## src/core/mocg_defs.svh

```systemverilog
`ifndef MOCG_DEFS_SVH
`define MOCG_DEFS_SVH

// register byte offsets
`define MOCG_OFS_OSC_CTRL 8'h00
`define MOCG_OFS_FREQ 8'h04
`define MOCG_OFS_PLL_A 8'h08
`define MOCG_OFS_PLL_B 8'h0C
`define MOCG_OFS_STATUS 8'h10
`define MOCG_OFS_EVENT 8'h14
`define MOCG_OFS_MASK 8'h18

// oscillator control fields
`define MOCG_OSC_EN_BIT 0
`define MOCG_OSC_BYP_BIT 1
`define MOCG_OSC_SEL_BIT 2
`define MOCG_OSC_CNT_LSB 8
`define MOCG_OSC_CNT_MSB 15

// frequency measure fields
`define MOCG_FREQ_VAL_MSB 15
`define MOCG_FREQ_RDY_BIT 16

// pll fields
`define MOCG_PLL_DIV_LSB 0
`define MOCG_PLL_DIV_MSB 7
`define MOCG_PLL_CNT_LSB 8
`define MOCG_PLL_CNT_MSB 13
`define MOCG_PLL_MUL_LSB 16
`define MOCG_PLL_MUL_MSB 26

// status, event and mask bit positions
`define MOCG_ST_STABLE 0
`define MOCG_ST_LOCK_A 1
`define MOCG_ST_LOCK_B 2
`define MOCG_ST_READY 3
`define MOCG_EVT_WIDTH 4

// reset values
`define MOCG_RST_OSC_CTRL 32'h0000_0000
`define MOCG_RST_PLL 32'h0000_0000
`define MOCG_RST_MASK 4'h0

// timing counts
`define MOCG_STARTUP_PRESCALE 3'h7
`define MOCG_FREQ_LAST_PERIOD 4'hF

// bus answers
`define MOCG_RESP_OKAY 2'h0
`define MOCG_RESP_SLVERR 2'h2

`endif

```

## src/core/mocg_pkg.sv

```systemverilog
package mocg_pkg;

    typedef enum logic [1:0] {
        MOCG_FREQ_IDLE,
        MOCG_FREQ_ARM,
        MOCG_FREQ_COUNT,
        MOCG_FREQ_DONE
    } mocg_freq_state_t;

    // byte-lane merge of a write into a stored word
    function automatic logic [31:0] mocg_merge(input logic [31:0] old_v,
                                               input logic [31:0] new_v,
                                               input logic [3:0] strb);
        logic [31:0] res;
        res = old_v;
        for (int i = 0; i < 4; i++)
        begin
            if (strb[i])
            begin
                res[i*8 +: 8] = new_v[i*8 +: 8];
            end
        end
        return res;
    endfunction

endpackage

```

## src/core/mocg_top.sv

```systemverilog
`timescale 1ns/1ps
`include "mocg_defs.svh"

module mocg_top
    import mocg_pkg::*;
(
    // clock, reset, enable
    input wire logic i_clock,
    input wire logic i_nrst,
    input wire logic i_clock_en,
    // clock pins
    input wire logic i_slow_clock,
    input wire logic i_main_clock,
    // axi4-lite write address
    input wire logic i_awvalid,
    output logic o_awready,
    input wire logic [7:0] i_awaddr,
    // axi4-lite write data
    input wire logic i_wvalid,
    output logic o_wready,
    input wire logic [31:0] i_wdata,
    input wire logic [3:0] i_wstrb,
    // axi4-lite write response
    output logic o_bvalid,
    input wire logic i_bready,
    output logic [1:0] o_bresp,
    // axi4-lite read address
    input wire logic i_arvalid,
    output logic o_arready,
    input wire logic [7:0] i_araddr,
    // axi4-lite read data
    output logic o_rvalid,
    input wire logic i_rready,
    output logic [31:0] o_rdata,
    output logic [1:0] o_rresp,
    // oscillator and pll controls
    output logic o_osc_enable,
    output logic o_osc_bypass,
    output logic o_main_select,
    output logic [7:0] o_pll_a_div,
    output logic [10:0] o_pll_a_mul,
    output logic o_pll_a_run,
    output logic [7:0] o_pll_b_div,
    output logic [10:0] o_pll_b_mul,
    output logic o_pll_b_run,
    // interrupt
    output logic o_irq
);

    // pin synchronisers
    logic slow_s1_q, slow_s2_q, slow_s3_q;
    logic main_s1_q, main_s2_q, main_s3_q;
    logic slow_rise, slow_fall, main_rise;

    always_ff @(posedge i_clock)
    begin
        if (!i_nrst)
        begin
            slow_s1_q <= 1'b0;
            slow_s2_q <= 1'b0;
            slow_s3_q <= 1'b0;
            main_s1_q <= 1'b0;
            main_s2_q <= 1'b0;
            main_s3_q <= 1'b0;
        end
        else if (i_clock_en)
        begin
            slow_s1_q <= i_slow_clock;
            slow_s2_q <= slow_s1_q;
            slow_s3_q <= slow_s2_q;
            main_s1_q <= i_main_clock;
            main_s2_q <= main_s1_q;
            main_s3_q <= main_s2_q;
        end
    end

    assign slow_rise = slow_s2_q & ~slow_s3_q;
    assign slow_fall = ~slow_s2_q & slow_s3_q;
    assign main_rise = main_s2_q & ~main_s3_q;

    // bus slave state
    logic aw_full_q, aw_full_d;
    logic w_full_q, w_full_d;
    logic [7:0] awaddr_q, awaddr_d;
    logic [31:0] wdata_q, wdata_d;
    logic [3:0] wstrb_q, wstrb_d;
    logic bvalid_q, bvalid_d;
    logic [1:0] bresp_q, bresp_d;
    logic rvalid_q, rvalid_d;
    logic [31:0] rdata_q, rdata_d;
    logic [1:0] rresp_q, rresp_d;
    logic do_write;
    logic wr_osc, wr_pll_a, wr_pll_b, wr_evt, wr_mask;

    // block state
    logic [31:0] osc_ctrl_q, osc_ctrl_d;
    logic [7:0] start_cnt_q, start_cnt_d;
    logic [2:0] prescale_q, prescale_d;
    logic counting_q, counting_d;
    logic stable_q, stable_d;
    logic sel_q, sel_d;
    mocg_freq_state_t fstate_q, fstate_d;
    logic [15:0] fvalue_q, fvalue_d;
    logic [3:0] fperiod_q, fperiod_d;
    logic ready_q, ready_d;
    logic [`MOCG_EVT_WIDTH-1:0] flags, flags_prev_q;
    logic [`MOCG_EVT_WIDTH-1:0] evt_q, evt_d;
    logic [`MOCG_EVT_WIDTH-1:0] mask_q, mask_d;
    logic [31:0] merged;
    logic [31:0] pll_a_cfg, pll_b_cfg;
    logic lock_a, lock_b;

    assign do_write = aw_full_q & w_full_q & ~bvalid_q;
    assign merged = i_wdata;
    assign wr_osc = do_write && (awaddr_q == `MOCG_OFS_OSC_CTRL);
    assign wr_pll_a = do_write && (awaddr_q == `MOCG_OFS_PLL_A);
    assign wr_pll_b = do_write && (awaddr_q == `MOCG_OFS_PLL_B);
    assign wr_evt = do_write && (awaddr_q == `MOCG_OFS_EVENT);
    assign wr_mask = do_write && (awaddr_q == `MOCG_OFS_MASK);

    mocg_pll_ctl u_pll_a (
        .i_clock(i_clock),
        .i_nrst(i_nrst),
        .i_clock_en(i_clock_en),
        .i_wr(wr_pll_a),
        .i_wdata(mocg_merge(pll_a_cfg, wdata_q, wstrb_q)),
        .i_slow_tick(slow_rise),
        .o_cfg(pll_a_cfg),
        .o_settled(lock_a),
        .o_run(o_pll_a_run)
    );

    mocg_pll_ctl u_pll_b (
        .i_clock(i_clock),
        .i_nrst(i_nrst),
        .i_clock_en(i_clock_en),
        .i_wr(wr_pll_b),
        .i_wdata(mocg_merge(pll_b_cfg, wdata_q, wstrb_q)),
        .i_slow_tick(slow_rise),
        .o_cfg(pll_b_cfg),
        .o_settled(lock_b),
        .o_run(o_pll_b_run)
    );

    assign flags = {ready_q, lock_b, lock_a, stable_q};

    // bus handshakes and register reads
    always_comb
    begin
        aw_full_d = aw_full_q;
        w_full_d = w_full_q;
        awaddr_d = awaddr_q;
        wdata_d = wdata_q;
        wstrb_d = wstrb_q;
        bvalid_d = bvalid_q;
        bresp_d = bresp_q;
        rvalid_d = rvalid_q;
        rdata_d = rdata_q;
        rresp_d = rresp_q;
        if (i_awvalid && o_awready)
        begin
            aw_full_d = 1'b1;
            awaddr_d = i_awaddr;
        end
        if (i_wvalid && o_wready)
        begin
            w_full_d = 1'b1;
            wdata_d = merged;
            wstrb_d = i_wstrb;
        end
        if (do_write)
        begin
            aw_full_d = 1'b0;
            w_full_d = 1'b0;
            bvalid_d = 1'b1;
            bresp_d = (wr_osc || wr_pll_a || wr_pll_b || wr_evt || wr_mask ||
                       awaddr_q == `MOCG_OFS_FREQ || awaddr_q == `MOCG_OFS_STATUS) ?
                      `MOCG_RESP_OKAY : `MOCG_RESP_SLVERR;
        end
        if (bvalid_q && i_bready)
        begin
            bvalid_d = 1'b0;
        end
        if (rvalid_q && i_rready)
        begin
            rvalid_d = 1'b0;
        end
        if (i_arvalid && o_arready)
        begin
            rvalid_d = 1'b1;
            rresp_d = `MOCG_RESP_OKAY;
            rdata_d = 32'h0000_0000;
            unique case (i_araddr)
                `MOCG_OFS_OSC_CTRL: rdata_d = osc_ctrl_q;
                `MOCG_OFS_FREQ: rdata_d = {15'h0, ready_q, fvalue_q};
                `MOCG_OFS_PLL_A: rdata_d = pll_a_cfg;
                `MOCG_OFS_PLL_B: rdata_d = pll_b_cfg;
                `MOCG_OFS_STATUS: rdata_d = {28'h0000000, flags};
                `MOCG_OFS_EVENT: rdata_d = {28'h0000000, evt_q};
                `MOCG_OFS_MASK: rdata_d = {28'h0000000, mask_q};
                default: rresp_d = `MOCG_RESP_SLVERR;
            endcase
        end
    end

    // oscillator startup, frequency measure and events
    always_comb
    begin
        osc_ctrl_d = osc_ctrl_q;
        start_cnt_d = start_cnt_q;
        prescale_d = prescale_q;
        counting_d = counting_q;
        stable_d = stable_q;
        fstate_d = fstate_q;
        fvalue_d = fvalue_q;
        fperiod_d = fperiod_q;
        ready_d = ready_q;
        mask_d = mask_q;
        if (counting_q && slow_rise)
        begin
            prescale_d = prescale_q + 3'h1;
            if (prescale_q == `MOCG_STARTUP_PRESCALE)
            begin
                if (start_cnt_q == 8'h00)
                begin
                    stable_d = 1'b1;
                    counting_d = 1'b0;
                end
                else
                begin
                    start_cnt_d = start_cnt_q - 8'h01;
                end
            end
        end
        if (wr_osc)
        begin
            osc_ctrl_d = mocg_merge(osc_ctrl_q, wdata_q, wstrb_q);
            stable_d = 1'b0;
            if (osc_ctrl_d[`MOCG_OSC_EN_BIT])
            begin
                start_cnt_d = osc_ctrl_d[`MOCG_OSC_CNT_MSB:`MOCG_OSC_CNT_LSB];
                prescale_d = 3'h0;
                counting_d = 1'b1;
            end
            else
            begin
                counting_d = 1'b0;
            end
        end
        sel_d = osc_ctrl_d[`MOCG_OSC_SEL_BIT] &&
                (stable_d || (osc_ctrl_d[`MOCG_OSC_BYP_BIT] &&
                              !osc_ctrl_d[`MOCG_OSC_EN_BIT]));
        unique case (fstate_q)
            MOCG_FREQ_IDLE:
            begin
                if (stable_q)
                begin
                    fstate_d = MOCG_FREQ_ARM;
                end
            end
            MOCG_FREQ_ARM:
            begin
                if (slow_rise)
                begin
                    fstate_d = MOCG_FREQ_COUNT;
                    fvalue_d = 16'h0000;
                    fperiod_d = 4'h0;
                end
            end
            MOCG_FREQ_COUNT:
            begin
                if (main_rise)
                begin
                    fvalue_d = fvalue_q + 16'h0001;
                end
                if (slow_fall)
                begin
                    fperiod_d = fperiod_q + 4'h1;
                    if (fperiod_q == `MOCG_FREQ_LAST_PERIOD)
                    begin
                        fstate_d = MOCG_FREQ_DONE;
                        ready_d = 1'b1;
                    end
                end
            end
            MOCG_FREQ_DONE:
            begin
            end
        endcase
        if (!stable_q)
        begin
            fstate_d = MOCG_FREQ_IDLE;
            ready_d = 1'b0;
        end
        if (wr_mask)
        begin
            mask_d = wstrb_q[0] ? wdata_q[`MOCG_EVT_WIDTH-1:0] : mask_q;
        end
        // write one clears, a new rising flag wins
        evt_d = evt_q;
        if (wr_evt && wstrb_q[0])
        begin
            evt_d = evt_q & ~wdata_q[`MOCG_EVT_WIDTH-1:0];
        end
        evt_d = evt_d | (flags & ~flags_prev_q);
    end

    always_ff @(posedge i_clock)
    begin
        if (!i_nrst)
        begin
            aw_full_q <= 1'b0;
            w_full_q <= 1'b0;
            awaddr_q <= 8'h00;
            wdata_q <= 32'h0000_0000;
            wstrb_q <= 4'h0;
            bvalid_q <= 1'b0;
            bresp_q <= `MOCG_RESP_OKAY;
            rvalid_q <= 1'b0;
            rdata_q <= 32'h0000_0000;
            rresp_q <= `MOCG_RESP_OKAY;
            osc_ctrl_q <= `MOCG_RST_OSC_CTRL;
            start_cnt_q <= 8'h00;
            prescale_q <= 3'h0;
            counting_q <= 1'b0;
            stable_q <= 1'b0;
            sel_q <= 1'b0;
            fstate_q <= MOCG_FREQ_IDLE;
            fvalue_q <= 16'h0000;
            fperiod_q <= 4'h0;
            ready_q <= 1'b0;
            flags_prev_q <= 4'h0;
            evt_q <= 4'h0;
            mask_q <= `MOCG_RST_MASK;
        end
        else if (i_clock_en)
        begin
            aw_full_q <= aw_full_d;
            w_full_q <= w_full_d;
            awaddr_q <= awaddr_d;
            wdata_q <= wdata_d;
            wstrb_q <= wstrb_d;
            bvalid_q <= bvalid_d;
            bresp_q <= bresp_d;
            rvalid_q <= rvalid_d;
            rdata_q <= rdata_d;
            rresp_q <= rresp_d;
            osc_ctrl_q <= osc_ctrl_d;
            start_cnt_q <= start_cnt_d;
            prescale_q <= prescale_d;
            counting_q <= counting_d;
            stable_q <= stable_d;
            sel_q <= sel_d;
            fstate_q <= fstate_d;
            fvalue_q <= fvalue_d;
            fperiod_q <= fperiod_d;
            ready_q <= ready_d;
            flags_prev_q <= flags;
            evt_q <= evt_d;
            mask_q <= mask_d;
        end
    end

    // outputs
    assign o_awready = ~aw_full_q & ~bvalid_q & i_clock_en;
    assign o_wready = ~w_full_q & ~bvalid_q & i_clock_en;
    assign o_bvalid = bvalid_q;
    assign o_bresp = bresp_q;
    assign o_arready = ~rvalid_q & i_clock_en;
    assign o_rvalid = rvalid_q;
    assign o_rdata = rdata_q;
    assign o_rresp = rresp_q;
    assign o_osc_enable = osc_ctrl_q[`MOCG_OSC_EN_BIT];
    assign o_osc_bypass = osc_ctrl_q[`MOCG_OSC_BYP_BIT];
    assign o_main_select = sel_q;
    assign o_pll_a_div = pll_a_cfg[`MOCG_PLL_DIV_MSB:`MOCG_PLL_DIV_LSB];
    assign o_pll_a_mul = pll_a_cfg[`MOCG_PLL_MUL_MSB:`MOCG_PLL_MUL_LSB];
    assign o_pll_b_div = pll_b_cfg[`MOCG_PLL_DIV_MSB:`MOCG_PLL_DIV_LSB];
    assign o_pll_b_mul = pll_b_cfg[`MOCG_PLL_MUL_MSB:`MOCG_PLL_MUL_LSB];
    assign o_irq = |(evt_q & mask_q);

endmodule

```

## src/core/mocg_pll_ctl.sv

```systemverilog
`timescale 1ns/1ps
`include "mocg_defs.svh"

module mocg_pll_ctl
    import mocg_pkg::*;
(
    // clock and reset
    input wire logic i_clock,
    input wire logic i_nrst,
    input wire logic i_clock_en,
    // register write
    input wire logic i_wr,
    input wire logic [31:0] i_wdata,
    // slow clock tick
    input wire logic i_slow_tick,
    // state
    output logic [31:0] o_cfg,
    output logic o_settled,
    output logic o_run
);

    logic [31:0] cfg_q, cfg_d;
    logic [5:0] cnt_q, cnt_d;
    logic busy_q, busy_d;
    logic settled_q, settled_d;
    logic run_q, run_d;
    logic [10:0] new_mul;

    always_comb
    begin
        cfg_d = cfg_q;
        cnt_d = cnt_q;
        busy_d = busy_q;
        settled_d = settled_q;
        new_mul = i_wdata[`MOCG_PLL_MUL_MSB:`MOCG_PLL_MUL_LSB];
        if (busy_q && i_slow_tick)
        begin
            if (cnt_q == 6'h00)
            begin
                settled_d = 1'b1;
                busy_d = 1'b0;
            end
            else
            begin
                cnt_d = cnt_q - 6'h01;
            end
        end
        if (i_wr)
        begin
            cfg_d = i_wdata;
            if (new_mul == 11'h000)
            begin
                settled_d = 1'b0;
                busy_d = 1'b0;
            end
            else if (i_wdata != cfg_q)
            begin
                settled_d = 1'b0;
                busy_d = 1'b1;
                cnt_d = i_wdata[`MOCG_PLL_CNT_MSB:`MOCG_PLL_CNT_LSB];
            end
        end
        run_d = (cfg_d[`MOCG_PLL_MUL_MSB:`MOCG_PLL_MUL_LSB] != 11'h000) &&
                (cfg_d[`MOCG_PLL_DIV_MSB:`MOCG_PLL_DIV_LSB] != 8'h00);
    end

    always_ff @(posedge i_clock)
    begin
        if (!i_nrst)
        begin
            cfg_q <= `MOCG_RST_PLL;
            cnt_q <= 6'h00;
            busy_q <= 1'b0;
            settled_q <= 1'b0;
            run_q <= 1'b0;
        end
        else if (i_clock_en)
        begin
            cfg_q <= cfg_d;
            cnt_q <= cnt_d;
            busy_q <= busy_d;
            settled_q <= settled_d;
            run_q <= run_d;
        end
    end

    assign o_cfg = cfg_q;
    assign o_settled = settled_q;
    assign o_run = run_q;

endmodule

```

## config.mk

```make
export PLATFORM = sky130hd
export DESIGN_NAME = mocg_top
export DESIGN_NICKNAME = d
export VERILOG_FILES = /design/src/core/mocg_pkg.sv /design/src/core/mocg_top.sv /design/src/core/mocg_pll_ctl.sv
export VERILOG_INCLUDE_DIRS = /design/src /design/src/core
export SDC_FILE = /design/constraint.sdc
export NUM_CORES = 1
export LEC_CHECK = 0
export BUFFER_PORTS_ARGS = -buffer_cell sky130_fd_sc_hd__buf_4
export CAP_MARGIN = 5
export CORE_UTILIZATION = 40
export CTS_CLUSTER_SIZE = 16
export DETAILED_ROUTE_END_ITERATION = 8
export GPL_ROUTABILITY_DRIVEN = 0
export GPL_TIMING_DRIVEN = 0
export PLACE_DENSITY_LB_ADDON = 0.25
export SKIP_CTS_REPAIR_TIMING = 1
export SYNTH_ARGS = -nofsm -noshare
export SYNTH_HDL_FRONTEND = slang
export SYNTH_SLANG_ARGS = --single-unit
```

## constraint.sdc

```tcl
create_clock -name i_clock -period 6.9 [get_ports i_clock]
set_input_delay 1.725 -clock i_clock [delete_from_list [all_inputs] [get_ports i_clock]]
set_output_delay 1.725 -clock i_clock [all_outputs]
set_load 0.01 [all_outputs]
```

==> impl_metrics.env, run 1 <==
export IMPL_outcome="finished, final reports clean"
export IMPL_avgSynthCellArea_um2=7.86
export IMPL_multi_input_area_mm2=0.00657
export IMPL_syn_to_final_growth_pct=19.4
export IMPL_swShare_pct=24.8
export IMPL_chipHeight_um=179
export IMPL_finalClockSkew_ns=0.0295
export IMPL_drcViolationCount=0
export IMPL_vias_per_cell=5.74
export IMPL_drive_above_1_share_pct=15.6
export IMPL_seqCellArea_mm2=0.00502
export IMPL_antenna_found_initial=0
export IMPL_p_leak_uw=0.00567
export IMPL_cap_violations=0
export IMPL_hpwl_um=33000
export IMPL_critPathRequiredTime_ns=7.37
export IMPL_path_clk_slew_ns=0.06
export IMPL_synth_edff_count=0
export IMPL_drtIter0Drc=1253
export IMPL_hp_class="register to register"
export IMPL_grt_ovfl_total=0
export IMPL_grt_pass1_vias=11500
export IMPL_dr_total_vias=12500
export IMPL_seq_power_share_pct=47.1
export IMPL_hold_end="u_pll_a.o_cfg[30]$_SDFFE_PN0P_"
export IMPL_hold_ws_ns=0.451
export IMPL_worst_pin_slew_ns=1.15
export IMPL_p_per_area_mw_per_mm2=210
export IMPL_slew_violations=0
export IMPL_synth_ff_type="dfxtp_1"
export IMPL_io_pins=147
export IMPL_p_sw_uw=778
export IMPL_arrival_ns=4.47
export IMPL_r2r_worst_path_cells=10
export IMPL_fmax_ghz=0.250
export IMPL_fin_crit_ns=4.00
export IMPL_clockBufferDepth=3
export IMPL_cts_buffers=28
export IMPL_io_buffers=143
export IMPL_combPwrFrac_pct=7.4
export IMPL_netlist_cell_type_count=78
export IMPL_path_buf_inv=3
export IMPL_htreeDepth=1
export IMPL_diodes=0
export IMPL_synthArstFlopShare_pct=0
export IMPL_dieArea_mm2=0.0320
export IMPL_cts_sinks=251
export IMPL_grt_pass1_wl_um=66000
export IMPL_setup_viol_count_final=0
export IMPL_hold_depth=2
export IMPL_path_max_fanout=10
export IMPL_mostFrequentLayoutCells="nand2_1 (272), dfxtp_1 (251), a21oi_1 (189), buf_4 (184), nor2_1 (149)"
export IMPL_cp_cell_sequence="buf_4, nor4_1, or3b_1, clkbuf_1, nor2_1, clkbuf_1, a22oi_1, a21oi_1, a21oi_1, nor2_1"
export IMPL_drtAntennaViolNets=0
export IMPL_relSlewSlack_pct=22.8
export IMPL_syn_area_mm2=0.0125
export IMPL_grt_max_degree=15
export IMPL_rows=64
export IMPL_nets=1843
export IMPL_holdCritStartpoint="u_pll_a.o_cfg[30]$_SDFFE_PN0P_"
export IMPL_start_util_pct=40.8
export IMPL_synth_seq_cells=251
export IMPL_syn_inst=1594
export IMPL_r2r_end="fvalue_q[15]$_SDFFE_PN0P_"
export IMPL_crit_slowest_cell="nor2_1"
export IMPL_final_common_cell="nand2_1"
export IMPL_reg2reg_from="fstate_q[0]$_SDFFE_PN0P_"
export IMPL_insertion_delay_ns=0.56
export IMPL_post_drt_wl_per_cell_um=20.2
export IMPL_rsz0062_at_grt="false"
export IMPL_max_vdd_ir_drop_mv=0.195
export IMPL_coreArea_mm2=0.0307
export IMPL_p_clk_share_pct=45.5
export IMPL_ys_warn_count=0
export IMPL_max_stage_delay_ns=0.52
export IMPL_crit_type="input port to register"
export IMPL_track_usage_pct=27.0
export IMPL_cts_tree="done"
export IMPL_die_w_um=179
export IMPL_synth_yosys_seq_area_share_pct=40.1
export IMPL_period_share_pct=57.9
export IMPL_wl_um=44100
export IMPL_power_internal_uw=2360
export IMPL_dr_pass1_iters=5
export IMPL_fillers=2987
export IMPL_setup_tns_ns=0
export IMPL_hold_viol=0
export IMPL_crit_family="simple AND/OR/NAND/NOR gates"
export IMPL_cp_end_kind="register"
export IMPL_reg2reg_slack_ns=3.83
export IMPL_clock_root_buffer="clkbuf_16"
export IMPL_worstSetupStartpointType="input port"
## registers in the layout, indices dropped and copies added, names as in the netlist, 6 cells and up
name,cells
awaddr_q,8
fvalue_q,16
o_rdata,32
osc_ctrl_q,32
start_cnt_q,8
u_pll_a.cnt_q,6
u_pll_a.o_cfg,32
u_pll_b.cnt_q,6
u_pll_b.o_cfg,32
wdata_q,32
## final cells by class
type	instances	area share, %
inverter	47	1.18
buffer	153	5.07
clock inverter	8	0.510
timing repair buffer	143	7.18
clock buffer	40	5.25
multi-input combinational	1144	43.9
tap	396	3.31
sequential	251	33.6
## power by group through the flow
stage	registers [uW]	logic [uW]	clock network, uW
after CTS	1480	227	1450
after floorplan	1510	126	0
after global placement	1510	224	0
after global routing	1480	247	1510
final	1480	232	1430
after detailed placement	1510	226	0
## worst max path at each step
| stage | startpoint | endpoint | slack (ns) | depth (start not counted) |
|---|---|---|---|---|
| 2_1_floorplan | i_clock_en | o_awready | 3.18 | 2 |
| 3_3_place_gp | i_araddr[1] | o_rdata[16]$_SDFFE_PN0P_ | 2.40 | 10 |
| 3_5_place_dp | i_araddr[1] | o_rdata[16]$_SDFFE_PN0P_ | 2.42 | 10 |
| 4_1_cts | i_clock_en | o_awready | 2.91 | 4 |
| 5_1_grt | i_araddr[1] | o_rdata[9]$_SDFFE_PN0P_ | 2.73 | 10 |
| 6_report | i_araddr[1] | o_rdata[9]$_SDFFE_PN0P_ | 2.90 | 10 |
## per-stage QoR
stage | power [uW] | std cells | setup slack [ns] | cell area (um2) | utilization, %
2_1_floorplan | 1630 | 1595 | 3.18 | 12500 | -
3_3_place_gp | 1730 | 2134 | 2.40 | 14100 | 46.0
3_5_place_dp | 1740 | 2134 | 2.42 | 14100 | 46.0
4_1_cts | 3160 | 2182 | 2.91 | 15000 | 48.8
5_1_grt | 3240 | 2182 | 2.73 | 15000 | 48.8
6_report | 3140 | 2182 | 2.90 | 15000 | 48.8
## synth_stat cells (9+ instances only)
master	count	share of area (%)
mux2_2	15	1.3
and3_1	13	0.65
and2_1	21	1.0
o22ai_1	16	0.80
xor2_1	33	2.3
inv_1	46	1.4
nor3_1	23	0.92
ha_1	13	1.3
dfxtp_1	251	40
mux2i_1	51	4.1
nor4_1	16	0.80
nand2_1	272	8.2
a21oi_1	189	7.6
nand2b_1	10	0.50
clkbuf_1	94	2.8
buf_4	41	2.5
a22oi_1	59	3.5
nand4_1	10	0.50
o21ai_0	45	1.8
nor2_1	149	4.5
buf_2	11	0.44
a211oi_1	12	0.72
nand3_1	58	2.3
nor2b_1	9	0.45
xnor2_1	18	1.3
or3_1	9	0.45
## cells by family (layout without fill, tap and decap cells)
kind of cell             after synthesis  count (layout)  synth area share, %
AND/OR/NAND/NOR                      623             623                 22.6
AO/OA/AOI/OAI                        388             388                 19.4
adder cells (fa/ha/maj)               13              13                 1.30
flip-flops                           251             251                 40.1
XOR/XNOR                              51              51                 3.57
multiplexers                          67              67                 5.54
other                                  1               2               0.0299
buffers and inverters                200             391                 7.46
## layer usage
metal | part of all wire [%] | up-vias | track usage, %
li1 | - | 5853 | -
met4 | 4.8 | 0 | 12.3
met5 | 0 | - | 0
met3 | 8.0 | 130 | 4.41
met1 | 41 | 5922 | 35.0
met2 | 46 | 629 | 43.9
## tightest hold or removal path, cell delays in order (launching register included)
cell and delay [ns]:
dfxtp_1 0.31, nand2_1 0.05, a21oi_1 0.05
No activity file was read; power rests on OpenSTA's default activity.
==> run 2, diff against run 1 <==
==> constraint.sdc (replaced) <==
create_clock -name i_clock -period 3.3 [get_ports i_clock]
set_input_delay 0.825 -clock i_clock [delete_from_list [all_inputs] [get_ports i_clock]]
set_output_delay 0.825 -clock i_clock [all_outputs]
set_load 0.01 [all_outputs]
==> run 2 against run 1 <==
  * Global-route usage unchanged
  * Clock skew increased by 0.0016 ns
  * Clock-buffer cell count unchanged
  * Total power grew 110%
  * Die area unchanged
  * First-iteration DRC count increased by 11%
  * Critical endpoint unchanged
  * Sequential power increased by 110%
  * Non-clock buffer count unchanged
  * Core utilization hardly changed
  * Hold slack hardly changed
  * Setup slack got worse by 2.7 ns
  * Register-to-register slack got worse by 3.5 ns
==> impl_metrics.env, run 2 (synthesis results as in run 1) <==
export IMPL_outcome="finished, final reports clean"
export IMPL_drtAntennaViolNets=0
export IMPL_diodes=0
export IMPL_instances_no_fill=2182
export IMPL_final_area_mm2=0.0150
export IMPL_path_clk_slew_ns=0.06
export IMPL_fmax_ghz=0.323
export IMPL_syn_to_final_growth_pct=19.5
export IMPL_max_vdd_ir_drop_mv=0.408
export IMPL_cts_tree="done"
export IMPL_hold_viol=0
export IMPL_critPathRequiredTime_ns=3.77
export IMPL_cap_violations=0
export IMPL_arrival_ns=3.57
export IMPL_vias_per_cell=5.71
export IMPL_insertion_delay_ns=0.57
export IMPL_antenna_found_initial=0
export IMPL_hpwl_um=33000
export IMPL_hp_class="register to register"
export IMPL_r2r_end="u_pll_b.cnt_q[3]$_SDFFE_PN0P_"
export IMPL_mostFrequentLayoutCells="nand2_1 (272), dfxtp_1 (251), a21oi_1 (189), buf_4 (184), nor2_1 (149)"
export IMPL_htreeDepth=1
export IMPL_clock_root_buffer="clkbuf_16"
export IMPL_grt_max_degree=15
export IMPL_track_usage_pct=27.0
export IMPL_crit_family="simple AND/OR/NAND/NOR gates"
export IMPL_grt_pass1_wl_um=66000
export IMPL_path_buf_inv=3
export IMPL_r2r_worst_path_cells=9
export IMPL_seqCellArea_mm2=0.00502
export IMPL_fin_util_pct=48.8
export IMPL_drcViolationCount=0
export IMPL_die_w_um=179
export IMPL_dr_total_vias=12500
export IMPL_multi_input_area_mm2=0.00658
export IMPL_hold_depth=2
export IMPL_coreArea_mm2=0.0307
export IMPL_dpl_instance_area_mm2=0.0141
export IMPL_rows=64
export IMPL_cp_end_kind="register"
export IMPL_period_share_pct=93.8
export IMPL_slew_violations=0
export IMPL_grt_ovfl_total=0
export IMPL_relSlewSlack_pct=22.7
export IMPL_cts_buffers=28
export IMPL_cts_sinks=251
export IMPL_grt_pass1_vias=11500
export IMPL_chipHeight_um=179
export IMPL_rsz0062_at_grt="false"
export IMPL_drive_above_1_share_pct=15.6
export IMPL_dp_cells=2134
export IMPL_wl_um=44000
export IMPL_finalClockSkew_ns=0.0310
export IMPL_hold_end="u_pll_a.o_cfg[30]$_SDFFE_PN0P_"
export IMPL_setup_viol_count_final=0
export IMPL_nets=1843
export IMPL_max_stage_delay_ns=0.52
export IMPL_post_drt_wl_per_cell_um=20.2
export IMPL_fin_crit_ns=3.10
export IMPL_worstSetupStartpointType="input port"
export IMPL_gr_usage_met1_pct=35.0
export IMPL_dieArea_mm2=0.0320
export IMPL_p_leak_uw=0.00567
export IMPL_start_util_pct=40.8
export IMPL_crit_slowest_cell="nor2_1"
export IMPL_busiest_layer="met2"
export IMPL_drtIter0Drc=1386
export IMPL_met3_usage_pct=4.41
export IMPL_worst_pin_slew_ns=1.15
export IMPL_crit_type="input port to register"
export IMPL_reg2reg_slack_ns=0.38
export IMPL_setup_tns_ns=0
export IMPL_clockBufferDepth=3
export IMPL_final_common_cell="nand2_1"
export IMPL_cp_cell_sequence="buf_4, nor4_1, or3b_1, clkbuf_1, nor2_1, clkbuf_1, a22oi_1, a21oi_1, a21oi_1, nor2_1"
export IMPL_p_per_area_mw_per_mm2=439
export IMPL_io_pins=147
export IMPL_grtUsageMet2_pct=43.9
export IMPL_holdCritStartpoint="u_pll_a.o_cfg[30]$_SDFFE_PN0P_"
export IMPL_fillers=2987
export IMPL_io_buffers=143
export IMPL_dr_pass1_iters=6
export IMPL_reg2reg_from="wdata_q[23]$_SDFFE_PN0P_"
export IMPL_path_max_fanout=10
run 2: cell type report:
cell class	instances	share of cell area [%]
Timing Repair Buffer	143	7.17
Buffer	153	5.07
Sequential cell	251	33.6
Multi-Input combinational cell	1144	43.9
Tap cell	396	3.31
Clock buffer	40	5.25
Inverter	47	1.18
Clock inverter	8	0.510
run 2: per-layer routing:
layer  vias to the layer above  wire length, um
li1                       5849                -
met1                      5907            18300
met2                       595            20200
met3                       119             3540
met4                         0             1960
met5                         -                0
run 2: tightest hold or removal path, stage by stage, from the launching register on:
cell and delay [ns]:
dfxtp_1 0.31, nand2_1 0.05, a21oi_1 0.05
run 2: stage by stage:
stage / setup slack [ns] / hold slack, ns / total power [uW]
2_1_floorplan: 0.651 / 0.432 / 3410
6_report: 0.205 / 0.451 / 6570
4_1_cts: 0.250 / 0.453 / 6600
5_1_grt: 0.0330 / 0.469 / 6770
3_3_place_gp: -0.296 / 0.439 / 3630
3_5_place_dp: -0.278 / 0.446 / 3630
run 2: where the power goes:
group	internal (uW)	switching (uW)	leakage, uW
Sequential	3060	30.7	0.00203
Combinational	156	328	0.00321
Clock	1720	1270	0.000428
Total	4940	1620	0.00567
run 2: how the worst max path moves through the flow:
| stage | from | to | slack [ns] | cells past startpoint |
|---|---|---|---|---|
| floorplan | i_araddr[1] | o_rdata[7]$_SDFFE_PN0P_ | 0.65 | 9 |
| detailed placement | i_araddr[1] | o_rdata[16]$_SDFFE_PN0P_ | -0.28 | 10 |
| global route | i_araddr[1] | o_rdata[9]$_SDFFE_PN0P_ | 0.03 | 10 |
| finish | i_araddr[1] | o_rdata[9]$_SDFFE_PN0P_ | 0.20 | 10 |
| global placement | i_araddr[1] | o_rdata[16]$_SDFFE_PN0P_ | -0.30 | 10 |
| CTS | fstate_q[0]$_SDFFE_PN0P_ | fvalue_q[15]$_SDFFE_PN0P_ | 0.25 | 10 |
